**config.mk**
```make
export PLATFORM = sky130hd
export DESIGN_NAME = dtc_top
export DESIGN_NICKNAME = d
export VERILOG_FILES = /design/src/dtc_pkg.sv /design/src/dtc_top.sv /design/src/dtc_cycle_gen.sv /design/src/dtc_edge_det.sv
export VERILOG_INCLUDE_DIRS = /design/src /design/src/src
export SDC_FILE = /design/constraint.sdc
export NUM_CORES = 1
export LEC_CHECK = 0
export BUFFER_PORTS_ARGS = -buffer_cell sky130_fd_sc_hd__buf_4
export CAP_MARGIN = 20
export CORE_MARGIN = 2
export CORE_UTILIZATION = 25
export CTS_CLUSTER_SIZE = 10
export DETAILED_ROUTE_END_ITERATION = 7
export HOLD_SLACK_MARGIN = 0.15
export PLACE_DENSITY = 0.55
export SETUP_SLACK_MARGIN = 0.2
export SLEW_MARGIN = 20
export SYNTH_ARGS = -nofsm -noshare
export SYNTH_HDL_FRONTEND = slang
export SYNTH_SLANG_ARGS = --single-unit
```
**constraint.sdc**
```tcl
create_clock -name clk_in -period 2.5 [get_ports clk_in]
set_input_delay 0.375 -clock clk_in [delete_from_list [all_inputs] [get_ports clk_in]]
set_output_delay 0.375 -clock clk_in [all_outputs]
set_load 0.005 [all_outputs]
```
**src/dtc_cfg.svh**
```systemverilog
// Constants for the dual timer/counter: field positions, reset values and timing counts.
`ifndef DTC_CFG_SVH
`define DTC_CFG_SVH
`define DTC_PER_DIV 6
`define DTC_MODE_13BIT 2'h0
`define DTC_MODE_16BIT 2'h1
`define DTC_MODE_RELOAD 2'h2
`define DTC_MODE_SPLIT 2'h3
`define DTC_PRESCALE_BITS 5
`define DTC_MODE_RESET 8'h00
`define DTC_COUNT_RESET 8'h00
`define DTC_T0_FIELD_LSB 0
`define DTC_T1_FIELD_LSB 4
`define DTC_CTL_T0_RUN 4
`define DTC_CTL_T0_FLAG 5
`define DTC_CTL_T1_RUN 6
`define DTC_CTL_T1_FLAG 7
`endif

```
**src/dtc_pkg.sv**
```systemverilog
// Types shared by the dual timer/counter files.
package dtc_pkg;
  // Per-timer fields of the mode register.
  typedef struct packed {
    logic gate_select;
    logic source_select;
    logic [1:0] mode;
  } dtc_cfg_type;
  // Software preset of one count byte.
  typedef struct packed {
    logic high_we;
    logic low_we;
    logic [7:0] data;
  } dtc_wr_type;
endpackage : dtc_pkg

```
**src/dtc_top.sv**
```systemverilog
// Two timer/counters with four modes, flags, gating and baud overflow output.
// How it works
// - In modes 0 and 1 low count overflow bumps high byte; high byte overflow sets the flag.
// - Run bit does not clear counts; counts read live and preset by writes.
// - Timer source advances once per peripheral cycle of six clocks.
// - Counter source counts a high sample followed by a low sample.
// - Edge detection spans two peripheral cycles, limiting rate to clock/12.
// - Gate clear means run bit alone enables; gate set adds the pin.
// - Gated counting needs the interrupt pin high and run set.
// - Timer 0 uses low mode nibble; timer 1 uses high nibble.
// - Mode codes 00 13-bit, 01 16-bit, 10 reload, 11 mode 3.
// - Rollover from all ones to zero sets the overflow flag, except timer 1 while timer 0 is in mode 3.
// - Mode 0: five-bit prescaler in low byte feeds eight-bit high byte.
// - Mode 1: full 16-bit cascade, input advances low byte.
// - Mode 2: low byte reloads from high byte on overflow, flag set.
// - Flag clears when the processor vectors to the timer's routine.
// - Mode 3: timer 0 high byte counts cycles using timer 1 run and flag.
// - Timer 1 mode 3 halts and holds its count.
// - Request forwarded only with per-timer and global enables set.
// - Timer 1 overflow drives the serial baud output.
`timescale 1ns/1ps
`include "dtc_cfg.svh"
module dtc_top
  import dtc_pkg::*;
(
  input wire logic clk_in, // Peripheral clock.
  input wire logic rst_in, // Asynchronous reset, high.
  input wire logic [7:0] timer_mode_register_in, // Gate, source and mode of both timers.
  input wire logic timer0_run_in, // Timer 0 run bit.
  input wire logic timer1_run_in, // Timer 1 run bit.
  input wire logic timer0_count_pin_in, // External count pin of timer 0.
  input wire logic timer1_count_pin_in, // External count pin of timer 1.
  input wire logic ext_irq0_pin_in, // Gate pin of timer 0.
  input wire logic ext_irq1_pin_in, // Gate pin of timer 1.
  input dtc_pkg::dtc_wr_type timer0_wr_in, // Preset of timer 0 bytes.
  input dtc_pkg::dtc_wr_type timer1_wr_in, // Preset of timer 1 bytes.
  input wire logic timer0_vector_in, // Processor vectors to timer 0 routine.
  input wire logic timer1_vector_in, // Processor vectors to timer 1 routine.
  input wire logic [1:0] timer_irq_enable_in, // Per-timer interrupt enables.
  input wire logic global_irq_enable_in, // Global interrupt enable.
  output logic [7:0] timer0_high_byte_out, // Live timer 0 high byte.
  output logic [7:0] timer0_low_byte_out, // Live timer 0 low byte.
  output logic [7:0] timer1_high_byte_out, // Live timer 1 high byte.
  output logic [7:0] timer1_low_byte_out, // Live timer 1 low byte.
  output logic timer0_overflow_flag_out, // Timer 0 overflow flag.
  output logic timer1_overflow_flag_out, // Timer 1 overflow flag.
  output logic [1:0] timer_irq_out, // Enabled interrupt requests.
  output logic baud_overflow_out // Timer 1 overflow pulse for baud logic.
);
  logic cycle;
  logic fall0;
  logic fall1;
  dtc_cfg_type cfg0;
  dtc_cfg_type cfg1;
  logic [7:0] th0_r, tl0_r, th1_r, tl1_r;
  logic [7:0] th0_nxt, tl0_nxt, th1_nxt, tl1_nxt;
  logic tf0_r, tf1_r, tf0_nxt, tf1_nxt;
  logic [1:0] irq_r, irq_nxt;
  logic baud_r, baud_nxt;
  logic split;
  logic en0, en1, en0h;
  logic ov0, ov1, ov0h;

  dtc_cycle_gen #(.DIV(`DTC_PER_DIV)) u_cycle (
    .clk_in(clk_in),
    .rst_in(rst_in),
    .cycle_out(cycle)
  );
  dtc_edge_det u_edge0 (
    .clk_in(clk_in),
    .rst_in(rst_in),
    .cycle_in(cycle),
    .pin_in(timer0_count_pin_in),
    .fall_out(fall0)
  );
  dtc_edge_det u_edge1 (
    .clk_in(clk_in),
    .rst_in(rst_in),
    .cycle_in(cycle),
    .pin_in(timer1_count_pin_in),
    .fall_out(fall1)
  );

  // gate enable: gate set needs pin high too.
  function automatic logic count_enable(input dtc_cfg_type c, input logic run, input logic pin,
                                        input logic cyc, input logic fall);
    logic tick;
    tick = c.source_select ? fall : cyc;
    count_enable = tick & run & (~c.gate_select | pin);
  endfunction : count_enable

  // One count step in all four modes, mode 3 for timer 0 only; returns overflow.
  function automatic logic [16:0] step(input logic [1:0] mode, input logic [7:0] th, input logic [7:0] tl);
    logic [16:0] r;
    r = {1'b0, th, tl};
    unique case (mode)
      `DTC_MODE_13BIT: begin
        if (tl[4:0] == 5'h1f) begin
          r = {(th == 8'hff), th + 8'h01, tl[7:5], 5'h00};
        end else begin
          r = {1'b0, th, tl[7:5], tl[4:0] + 5'h01};
        end
      end
      `DTC_MODE_16BIT: r = {1'b0, th, tl} + 17'h00001;
      `DTC_MODE_RELOAD: r = (tl == 8'hff) ? {1'b1, th, th} : {1'b0, th, tl + 8'h01};
      `DTC_MODE_SPLIT: r = {(tl == 8'hff), th, tl + 8'h01};
    endcase
    step = r;
  endfunction : step

  assign cfg0 = timer_mode_register_in[`DTC_T0_FIELD_LSB +: 4];
  assign cfg1 = timer_mode_register_in[`DTC_T1_FIELD_LSB +: 4];
  assign split = (cfg0.mode == `DTC_MODE_SPLIT);
  assign en0 = count_enable(cfg0, timer0_run_in, ext_irq0_pin_in, cycle, fall0);
  // split high byte uses timer 1 run, cycle source, no gate.
  assign en0h = split & timer1_run_in & cycle;
  // timer 1 halts only in its own mode 3; under split its run bit belongs to timer 0.
  assign en1 = (cfg1.mode != `DTC_MODE_SPLIT) & count_enable(cfg1, timer1_run_in | split, ext_irq1_pin_in, cycle, fall1);

  // Next counts of both timers. A software preset overrides counting that cycle.
  always_comb begin
    logic [16:0] s0;
    logic [16:0] s1;
    s0 = 17'h00000;
    s1 = 17'h00000;
    th0_nxt = th0_r;
    tl0_nxt = tl0_r;
    th1_nxt = th1_r;
    tl1_nxt = tl1_r;
    ov0 = 1'b0;
    ov0h = 1'b0;
    ov1 = 1'b0;
    if (en0) begin
      s0 = step(cfg0.mode, th0_r, tl0_r);
      ov0 = s0[16];
      tl0_nxt = s0[7:0];
      if (!split) begin
        th0_nxt = s0[15:8];
      end
    end
    if (en0h) begin
      th0_nxt = th0_r + 8'h01;
      ov0h = (th0_r == 8'hff);
    end
    if (en1) begin
      s1 = step(cfg1.mode, th1_r, tl1_r);
      ov1 = s1[16];
      th1_nxt = s1[15:8];
      tl1_nxt = s1[7:0];
    end
    if (timer0_wr_in.high_we) th0_nxt = timer0_wr_in.data;
    if (timer0_wr_in.low_we) tl0_nxt = timer0_wr_in.data;
    if (timer1_wr_in.high_we) th1_nxt = timer1_wr_in.data;
    if (timer1_wr_in.low_we) tl1_nxt = timer1_wr_in.data;
  end

  // Flags, requests and baud pulse.
  always_comb begin
    // flag set wins over vector clear
    tf0_nxt = ov0 | (tf0_r & ~timer0_vector_in);
    // split mode: timer 0 high byte owns flag 1
    tf1_nxt = (split ? ov0h : ov1) | (tf1_r & ~timer1_vector_in);
    irq_nxt = {tf1_nxt, tf0_nxt} & timer_irq_enable_in & {2{global_irq_enable_in}};
    baud_nxt = ov1;
  end

  // Register all state.
  always_ff @(posedge clk_in or posedge rst_in) begin
    if (rst_in) begin
      th0_r <= `DTC_COUNT_RESET;
      tl0_r <= `DTC_COUNT_RESET;
      th1_r <= `DTC_COUNT_RESET;
      tl1_r <= `DTC_COUNT_RESET;
      tf0_r <= 1'b0;
      tf1_r <= 1'b0;
      irq_r <= 2'h0;
      baud_r <= 1'b0;
    end else begin
      th0_r <= th0_nxt;
      tl0_r <= tl0_nxt;
      th1_r <= th1_nxt;
      tl1_r <= tl1_nxt;
      tf0_r <= tf0_nxt;
      tf1_r <= tf1_nxt;
      irq_r <= irq_nxt;
      baud_r <= baud_nxt;
    end
  end

  assign timer0_high_byte_out = th0_r;
  assign timer0_low_byte_out = tl0_r;
  assign timer1_high_byte_out = th1_r;
  assign timer1_low_byte_out = tl1_r;
  assign timer0_overflow_flag_out = tf0_r;
  assign timer1_overflow_flag_out = tf1_r;
  assign timer_irq_out = irq_r;
  assign baud_overflow_out = baud_r;

  // Checks.
  // Any software write to timer 0 bytes; such a cycle is exempt from the count checks.
  logic wr0_any;
  assign wr0_any = timer0_wr_in.high_we | timer0_wr_in.low_we;

  property p_flag0_set;
    @(posedge clk_in) disable iff (rst_in) ov0 |=> tf0_r;
  endproperty
  a_flag0_set: assert property (p_flag0_set) else $error("timer 0 flag not set on overflow");
  property p_flag_clear;
    @(posedge clk_in) disable iff (rst_in) (timer0_vector_in && !ov0) |=> !tf0_r;
  endproperty
  a_flag_clear: assert property (p_flag_clear) else $error("timer 0 flag not cleared on vector");
  property p_hold1;
    @(posedge clk_in) disable iff (rst_in)
      (cfg1.mode == `DTC_MODE_SPLIT && !timer1_wr_in.high_we && !timer1_wr_in.low_we)
      |=> $stable(tl1_r) && $stable(th1_r);
  endproperty
  a_hold1: assert property (p_hold1) else $error("timer 1 count moved in hold mode");
  property p_gate;
    @(posedge clk_in) disable iff (rst_in)
      (cfg0.gate_select && !ext_irq0_pin_in && !split && !timer0_wr_in.low_we) |=> $stable(tl0_r);
  endproperty
  a_gate: assert property (p_gate) else $error("timer 0 counted with gate pin low");
  property p_reload;
    @(posedge clk_in) disable iff (rst_in)
      (en0 && cfg0.mode == `DTC_MODE_RELOAD && tl0_r == 8'hff && !timer0_wr_in.low_we)
      |=> (tl0_r == $past(th0_r)) && tf0_r;
  endproperty
  a_reload: assert property (p_reload) else $error("reload failed");
  property p_rate;
    @(posedge clk_in) disable iff (rst_in) cycle |=> !cycle [*5] ##1 cycle;
  endproperty
  a_rate: assert property (p_rate) else $error("peripheral cycle not six clocks");
  property p_irq;
    @(posedge clk_in) disable iff (rst_in) !global_irq_enable_in |=> timer_irq_out == 2'h0;
  endproperty
  a_irq: assert property (p_irq) else $error("request passed with global enable clear");
  property p_baud;
    @(posedge clk_in) disable iff (rst_in) ov1 |=> baud_overflow_out;
  endproperty
  a_baud: assert property (p_baud) else $error("baud pulse missing");
  property p_split_flag;
    @(posedge clk_in) disable iff (rst_in) (split && ov1 && !ov0h && !tf1_r) |=> !tf1_r;
  endproperty
  a_split_flag: assert property (p_split_flag) else $error("timer 1 set flag in split mode");
  property p_cascade;
    @(posedge clk_in) disable iff (rst_in)
      (en0 && cfg0.mode == `DTC_MODE_16BIT && tl0_r == 8'hff && !wr0_any) |=> th0_r == $past(th0_r) + 8'h01;
  endproperty
  a_cascade: assert property (p_cascade) else $error("low byte carry lost");
  property p_prescale;
    @(posedge clk_in) disable iff (rst_in)
      (en0 && cfg0.mode == `DTC_MODE_13BIT && tl0_r[4:0] == 5'h1f && !wr0_any)
      |=> (tl0_r[4:0] == 5'h00) && (th0_r == $past(th0_r) + 8'h01);
  endproperty
  a_prescale: assert property (p_prescale) else $error("prescaler carry lost");
  property p_stopped;
    @(posedge clk_in) disable iff (rst_in)
      (!timer0_run_in && !split && !wr0_any) |=> $stable(tl0_r) && $stable(th0_r);
  endproperty
  a_stopped: assert property (p_stopped) else $error("timer 0 moved with run bit clear");
  property p_fall;
    @(posedge clk_in) disable iff (rst_in) fall0 |-> $past(cycle) && !$past(timer0_count_pin_in);
  endproperty
  a_fall: assert property (p_fall) else $error("count pin fall without a low sample");
  property p_split_high;
    @(posedge clk_in) disable iff (rst_in) (en0h && th0_r == 8'hff) |=> tf1_r;
  endproperty
  a_split_high: assert property (p_split_high) else $error("split high byte overflow lost");
  property p_irq_follow;
    @(posedge clk_in) disable iff (rst_in)
      (global_irq_enable_in && timer_irq_enable_in[0]) |=> timer_irq_out[0] == timer0_overflow_flag_out;
  endproperty
  a_irq_follow: assert property (p_irq_follow) else $error("enabled request differs from flag");
  property p_baud_width;
    @(posedge clk_in) disable iff (rst_in) baud_overflow_out |=> !baud_overflow_out;
  endproperty
  a_baud_width: assert property (p_baud_width) else $error("baud pulse wider than one cycle");

  // Main scenarios: overflow, split high byte, baud, reload and gated counting.
  c_overflow0: cover property (@(posedge clk_in) disable iff (rst_in) ov0);
  c_split_high: cover property (@(posedge clk_in) disable iff (rst_in) ov0h);
  c_baud: cover property (@(posedge clk_in) disable iff (rst_in) baud_overflow_out);
  c_reload: cover property (@(posedge clk_in) disable iff (rst_in)
    en0 && cfg0.mode == `DTC_MODE_RELOAD && tl0_r == 8'hff);
  c_gated_count: cover property (@(posedge clk_in) disable iff (rst_in)
    en0 && cfg0.gate_select);
endmodule : dtc_top

```
**src/dtc_cycle_gen.sv**
```systemverilog
// Peripheral cycle enable divider.
`timescale 1ns/1ps
`include "dtc_cfg.svh"
module dtc_cycle_gen #(
  parameter int DIV = `DTC_PER_DIV
) (
  input wire logic clk_in, // Peripheral clock.
  input wire logic rst_in, // Asynchronous reset, high.
  output logic cycle_out // One pulse per peripheral cycle.
);
  logic [3:0] cnt_r;
  logic [3:0] cnt_nxt;
  logic cycle_r;
  logic cycle_nxt;

  // Count DIV clocks and pulse on the last.
  always_comb begin
    cycle_nxt = (cnt_r == 4'(DIV - 1));
    cnt_nxt = cycle_nxt ? 4'h0 : cnt_r + 4'h1;
  end

  // Register the divider state.
  always_ff @(posedge clk_in or posedge rst_in) begin
    if (rst_in) begin
      cnt_r <= 4'h0;
      cycle_r <= 1'b0;
    end else begin
      cnt_r <= cnt_nxt;
      cycle_r <= cycle_nxt;
    end
  end
  assign cycle_out = cycle_r;
endmodule : dtc_cycle_gen

```
**src/dtc_edge_det.sv**
```systemverilog
// Falling edge sampler for an external count pin.
`timescale 1ns/1ps
module dtc_edge_det (
  input wire logic clk_in, // Peripheral clock.
  input wire logic rst_in, // Asynchronous reset, high.
  input wire logic cycle_in, // Peripheral cycle enable.
  input wire logic pin_in, // External count pin.
  output logic fall_out // One pulse per detected fall.
);
  logic prev_r;
  logic prev_nxt;
  logic fall_r;
  logic fall_nxt;

  // Sample once per peripheral cycle; a high sample then low sample is one count.
  always_comb begin
    prev_nxt = cycle_in ? pin_in : prev_r;
    fall_nxt = cycle_in & prev_r & ~pin_in;
  end

  // Register sample and pulse.
  always_ff @(posedge clk_in or posedge rst_in) begin
    if (rst_in) begin
      prev_r <= 1'b0;
      fall_r <= 1'b0;
    end else begin
      prev_r <= prev_nxt;
      fall_r <= fall_nxt;
    end
  end
  assign fall_out = fall_r;
endmodule : dtc_edge_det

```
==> out/metrics.csv, run 1 <==
metric,value,unit
setup_viol,0,
layout.area.seq,1150,sq um
clkTransAtPathRegs,0.07,ns
status,completed,
grt_antenna_before_repair,0,
wl,10600,um
multi_input_area,1950,sq um
cts_buffer_depth,2,
min_period_over_period,0.888,
n_antenna_cell,0,
maxSlewHeadroom,0.613,
grt_pass1_vias,3163,
synth-edff-count,0,
grt_pass1_wl,16400,um
yosysWarnings,0,
hold_violations,0,
drtAntennaViolNets,0,
postSynthAreaPerCell,8.58,sq um
cts_buffers,5,
gr-usage-all-layers,0.154,
ios,78,
setup-tns-final,0,ns
powerDensity,467,nW/um^2
cts_max_level,2,
drv_slew,0,
async_flop_share,1.00,
synth.area.top_cells,"dfrtp_1 36%, nand2_1 4.7%, a21oi_1 3.3%, nor2_1 3.3%, o21ai_0 2.7%",
clk_latency,0.29,ns
wl_per_cell,16.6,um
yosysSeqAreaShare,0.362,
grt_max_degree,22,
dr.first_iter.drc_count,292,
die_y,117,um
core,12500,sq um
initial_core_util,0.254,
start_kind,flip-flop,
drive_above_1_share,0.308,
maxCapViolations,0,
nFillCells,1351,
ctsRootBufferMaster,clkbuf_16,
dieArea,13600,sq um
fmax,450,MHz
area_growth,36.9,%
numPortBuffers,77,
place.gp.congestion,0.908,
worstPathMaxFanout,4,
postLayoutCoreUtil,0.348,
total_power,2.03,mW
fp-row-count,41,
hold_class,input port to flip-flop,
worstSetupPathType,flip-flop to flip-flop,
syn_area,3180,sq um
synth_cell_type_count,68,
dpl.hpwl,7900,um
syn-num-nets,418,
finClkSkew,0.00858,ns
firstDrtPassIters,5,
die_w,117,um
yosys_register_bits,46,
nets,515,
syn-instance-count,371,
rsz0062_at_grt,true,
fin_ws,0.279,ns
fin_crit,2.22,ns
power.leakage,1.83,nW
vias,3327,
clock_sinks,46,
synth_top_area_share,0.362,
required,2.68,ns
drcViolationCount,0,
cts_tree,built,
grt.overflow.total,0,
vdd_ir_drop_max,0.250,mV
tightest_slew,0.581,ns
endpoint_kind,flip-flop,
yosysTopAreaCell,dfrtp_1,
worstPathArrival,2.40,ns
dp_slack,0.0825,ns
via_per_inst,5.20,
synthFlopType,dfrtp_1,
reg2reg_slack,0.28,ns
-- report_power, final --
| part | internal, mW | switching, mW |
|---|---|---|
| Clock | 0.367 | 0.290 |
| Combinational | 0.248 | 0.225 |
| Sequential | 0.800 | 0.103 |
-- worst max-delay path, stage by stage (launching register included) --
cell	delay [ns]
dfrtp_1	0.39
ha_4	0.17
nand3_4	0.10
inv_4	0.09
ha_4	0.14
o21bai_4	0.07
or4_4	0.46
a2111oi_4	0.31
xor2_1	0.11
mux2_4	0.27
-- layout by cell type, fill, tap and decap left out, types with 3 or more instances in the layout --
cell / netlist / final
nor2_1: 28 / 28
o211ai_1: 3 / 3
a31oi_1: 3 / 3
o31ai_1: 8 / 8
mux2_2: 7 / 6
xnor2_1: 9 / 9
a21oi_1: 21 / 21
buf_4: 1 / 107
xor2_1: 4 / 4
o21ai_0: 17 / 16
nor2b_1: 9 / 9
clkbuf_16: 0 / 5
nand2_1: 40 / 40
inv_1: 22 / 20
nand4_1: 8 / 8
mux2i_1: 5 / 5
and3_1: 4 / 4
nor4_1: 5 / 5
and4_1: 5 / 5
dfrtp_1: 46 / 45
a221oi_1: 5 / 5
a211oi_1: 7 / 7
nor3_1: 12 / 12
nand3_1: 14 / 12
a211o_1: 3 / 3
nand2b_1: 8 / 8
o22ai_1: 3 / 3
nor3b_1: 5 / 5
-- final cells by class --
| type | instances | area share |
|---|---|---|
| clock buffer | 7 | 0.0304 |
| inverter | 23 | 0.0204 |
| multi-input combinational | 284 | 0.449 |
| sequential | 46 | 0.265 |
| tap | 172 | 0.0494 |
| timing repair buffer | 108 | 0.187 |
-- cells by family (layout without fill, tap and decap cells) --
group | after synthesis | count (layout) | synth area share
buf+inv | 41 | 138 | 0.0515
mux | 13 | 13 | 0.0448
simple gates | 151 | 151 | 0.254
flops | 46 | 46 | 0.362
compound gates | 101 | 101 | 0.228
fa+ha+maj | 6 | 6 | 0.0236
xor+xnor | 13 | 13 | 0.0358
-- stage by stage --
stage	instances	hold WS, ns	cell area [sq um]
global placement	616	0.415	4040
detailed placement	616	0.422	4040
floorplan	371	0.441	3220
CTS	627	0.232	4200
global route	640	0.230	4360
finish	640	0.235	4360
-- state kept, by name, indices dropped and copies added (netlist names) --
signal / flops
baud_overflow_out: 1
timer0_high_byte_out: 8
timer0_low_byte_out: 8
timer0_overflow_flag_out: 1
timer1_high_byte_out: 8
timer1_low_byte_out: 8
timer1_overflow_flag_out: 1
timer_irq_out: 2
u_cycle.cnt_r: 4
u_cycle.cycle_out: 1
u_edge0.fall_out: 1
u_edge0.prev_r: 1
u_edge1.fall_out: 1
u_edge1.prev_r: 1
-- path summary, 6_finish.rpt --
check | start | end | cells past startpoint
setup / recovery | timer1_low_byte_out[0]$_DFFE_PP0P_ | timer1_high_byte_out[6]$_DFFE_PP0P_ | 9
hold / removal | timer0_count_pin_in | u_edge0.fall_out$_DFF_PP0_ | 2
setup reg to reg | timer1_low_byte_out[0]$_DFFE_PP0P_ | timer1_high_byte_out[6]$_DFFE_PP0P_ | 9
hold reg to reg | u_cycle.cnt_r[3]$_DFF_PP0_ | u_cycle.cycle_out$_DFF_PP0_ | 1
max in group asynchronous | rst_in | timer1_high_byte_out[1]$_DFFE_PP0P_ | 4
min in group asynchronous | rst_in | u_edge0.prev_r$_DFFE_PP0P_ | 3
-- cell usage after synthesis (all sizes together), types with 5 or more instances --
cell type  instances
xnor2              9
inv               23
and4               5
clkbuf            10
buf                8
nor2              28
nand2b             8
mux2i              6
o31ai              8
nor3              13
nor4               6
a221oi             5
nand3             14
nand2             40
dfrtp             46
nor2b              9
mux2               7
nand4              8
a21oi             21
a211oi             7
o21ai             18
nor3b              6
ha                 6
-- metal layers --
metal	vias to the layer above	track usage	share of wire
met3	22	0.0345	0.076
li1	1565	-	-
met2	147	0.266	0.47
met1	1593	0.198	0.44
met4	0	0.0361	0.015
met5	-	0	0
-- repair_timing --
item / CTS / global route
endpoints found under the hold margin: 19 / 0
buffers inserted: 3 / 12
pin swaps: 0 / 8
setup endpoints to repair: 4 / 10
gates cloned: 0 / 1
gates resized for setup: 0 / 14
hold buffers: 1 / 0
Note: power is estimated with default switching activity, not from simulation.
==> inputs of run 2 (changes only) <==
--- a/config.mk
+++ b/config.mk
@@ -8,12 +8,14 @@
 export LEC_CHECK = 0
 export BUFFER_PORTS_ARGS = -buffer_cell sky130_fd_sc_hd__buf_4
 export CAP_MARGIN = 20
+export CELL_PAD_IN_SITES_DETAIL_PLACEMENT = 1
+export CELL_PAD_IN_SITES_GLOBAL_PLACEMENT = 1
 export CORE_MARGIN = 2
 export CORE_UTILIZATION = 25
 export CTS_CLUSTER_SIZE = 10
 export DETAILED_ROUTE_END_ITERATION = 7
 export HOLD_SLACK_MARGIN = 0.15
-export PLACE_DENSITY = 0.55
+export PLACE_DENSITY = 0.67
 export SETUP_SLACK_MARGIN = 0.2
 export SLEW_MARGIN = 20
 export SYNTH_ARGS = -nofsm -noshare
==> out/metrics.csv, run 2 (same netlist as run 1, synthesis figures left out) <==
metric,value,unit
status,completed,
numPortBuffers,77,
drcViolationCount,0,
crit_buf_inv,1,
drtAntennaViolNets,0,
hold_violations,0,
rsz0062_at_grt,false,
cts_max_level,2,
vdd_ir_drop_max,0.187,mV
instances_no_fill,634,
hold_class,input port to async pin,
maxSlewHeadroom,0.544,
fmax,448,MHz
vias,3292,
area_growth,34.4,%
powerDensity,471,nW/um^2
dpl.cell_count,617,
worstSetupPathType,flip-flop to flip-flop,
die_y,117,um
ctsHoldBuffers,0,
nFillCells,1519,
crit_path_cell_trace,ha_2 -> nand3_2 -> inv_2 -> ha_4 -> o21bai_4 -> or4_4 -> a2111oi_4 -> xor2_1 -> mux2_4,
critPathTopFamily,simple AND/OR/NAND/NOR gates,
nets,509,
die_w,117,um
final_common_cell,buf_4,
worstPathArrival,2.41,ns
power.leakage,1.80,nW
postLayoutCoreUtil,0.342,
maxCapViolations,0,
firstDrtPassIters,4,
cp_slowest_stage_delay,0.46,ns
dieArea,13600,sq um
clk_latency,0.29,ns
gr-usage-all-layers,0.168,
fp-row-count,41,
fin_ws,0.267,ns
tightest_slew,0.683,ns
cts_buffer_depth,2,
start_kind,flip-flop,
wl,11400,um
core,12500,sq um
grt_pass1_wl,17800,um
min_period_over_period,0.893,
initial_core_util,0.254,
grt_antenna_before_repair,0,
ios,78,
grt_pass1_vias,3397,
finClkSkew,0.00673,ns
required,2.67,ns
ctsRootBufferMaster,clkbuf_16,
place.gp.congestion,0.845,
total_power,2.01,mW
setup_viol,0,
wl_per_cell,17.9,um
dp_slack,0.175,ns
setup-tns-final,0,ns
grt.overflow.total,0,
dpl.hpwl,8650,um
via_per_inst,5.19,
grt_max_degree,30,
clock_sinks,46,
final_cell_mix,"102 x buf_4, 46 x dfrtp_1, 40 x nand2_1, 28 x nor2_1, 21 x a21oi_1",
cp_slowest_cell,or4_4,
dr.first_iter.drc_count,171,
worstPathMaxFanout,5,
cts_tree,built,
drive_above_1_share,0.301,
clkTransAtPathRegs,0.06,ns
cts_buffers,5,
drv_slew,0,
endpoint_kind,flip-flop,
fin_crit,2.23,ns
n_antenna_cell,0,
run 2: cell count changes in the layout (fill, tap and decap cells not counted), sizes merged:
cell,delta
buf,-5
dlygate4sd3,-1
run 2: final cells by class:
| class | count | area (sq um) | share of cell area |
|---|---|---|---|
| repair buffers | 102 | 766 | 0.179 |
| clock buffers | 7 | 133 | 0.0310 |
| multi-input cells | 284 | 1930 | 0.450 |
| well taps | 172 | 215 | 0.0503 |
| flip-flops and latches | 46 | 1150 | 0.269 |
| inverters | 23 | 86.3 | 0.0202 |
run 2: where the power goes:
group          leakage (nW)  internal [mW]  switching (mW)  total [mW]
Clock                0.0640          0.366           0.276       0.643
Combinational          1.18          0.242           0.226       0.467
Sequential            0.561          0.800           0.105       0.904
Total                  1.80           1.41           0.607        2.01
run 2: path summary, 6_finish.rpt:
kind                                                     from                                   to  slack (ns)  cells after the start
min reg2reg                        u_cycle.cnt_r[3]$_DFF_PP0_          u_cycle.cycle_out$_DFF_PP0_        0.49                      1
max reg2reg                timer1_low_byte_out[1]$_DFFE_PP0P_  timer1_high_byte_out[6]$_DFFE_PP0P_        0.27                      9
max in group asynchronous                              rst_in  timer0_high_byte_out[6]$_DFFE_PP0P_        1.70                      3
min                                                    rst_in           u_edge0.fall_out$_DFF_PP0_        0.19                      2
min in group clk_in                       timer0_count_pin_in           u_edge0.fall_out$_DFF_PP0_        0.24                      2
max                        timer1_low_byte_out[1]$_DFFE_PP0P_  timer1_high_byte_out[6]$_DFFE_PP0P_        0.27                      9
run 2: worst register-to-register path: stages, from the launching register on:
cell and delay [ns]:
dfrtp_1 0.36, ha_2 0.21, nand3_2 0.13, inv_2 0.12, ha_4 0.16, o21bai_4 0.06
or4_4 0.46, a2111oi_4 0.22, xor2_1 0.11, mux2_4 0.27
run 2: repair_timing:
item | in CTS | in global routing
setup buffers | 3 | 6
pin swaps | 1 | 3
endpoints found under the setup margin | 2 | 10
gates resized for setup | 2 | 6
cloned | 1 | 0
run 2: per-layer routing:
layer	routed length, um	vias up	track usage
met5	0	-	0
li1	-	1551	-
met3	404	18	0.0263
met1	5060	1642	0.217
met4	212	0	0.0439
met2	5690	81	0.294
run 2: stage by stage:
stage	hold WS, ns	area, sq um
2_1_floorplan	0.441	3220
3_3_place_gp	0.467	4050
3_5_place_dp	0.468	4050
4_1_cts	0.212	4210
5_1_grt	0.240	4280
6_report	0.186	4280
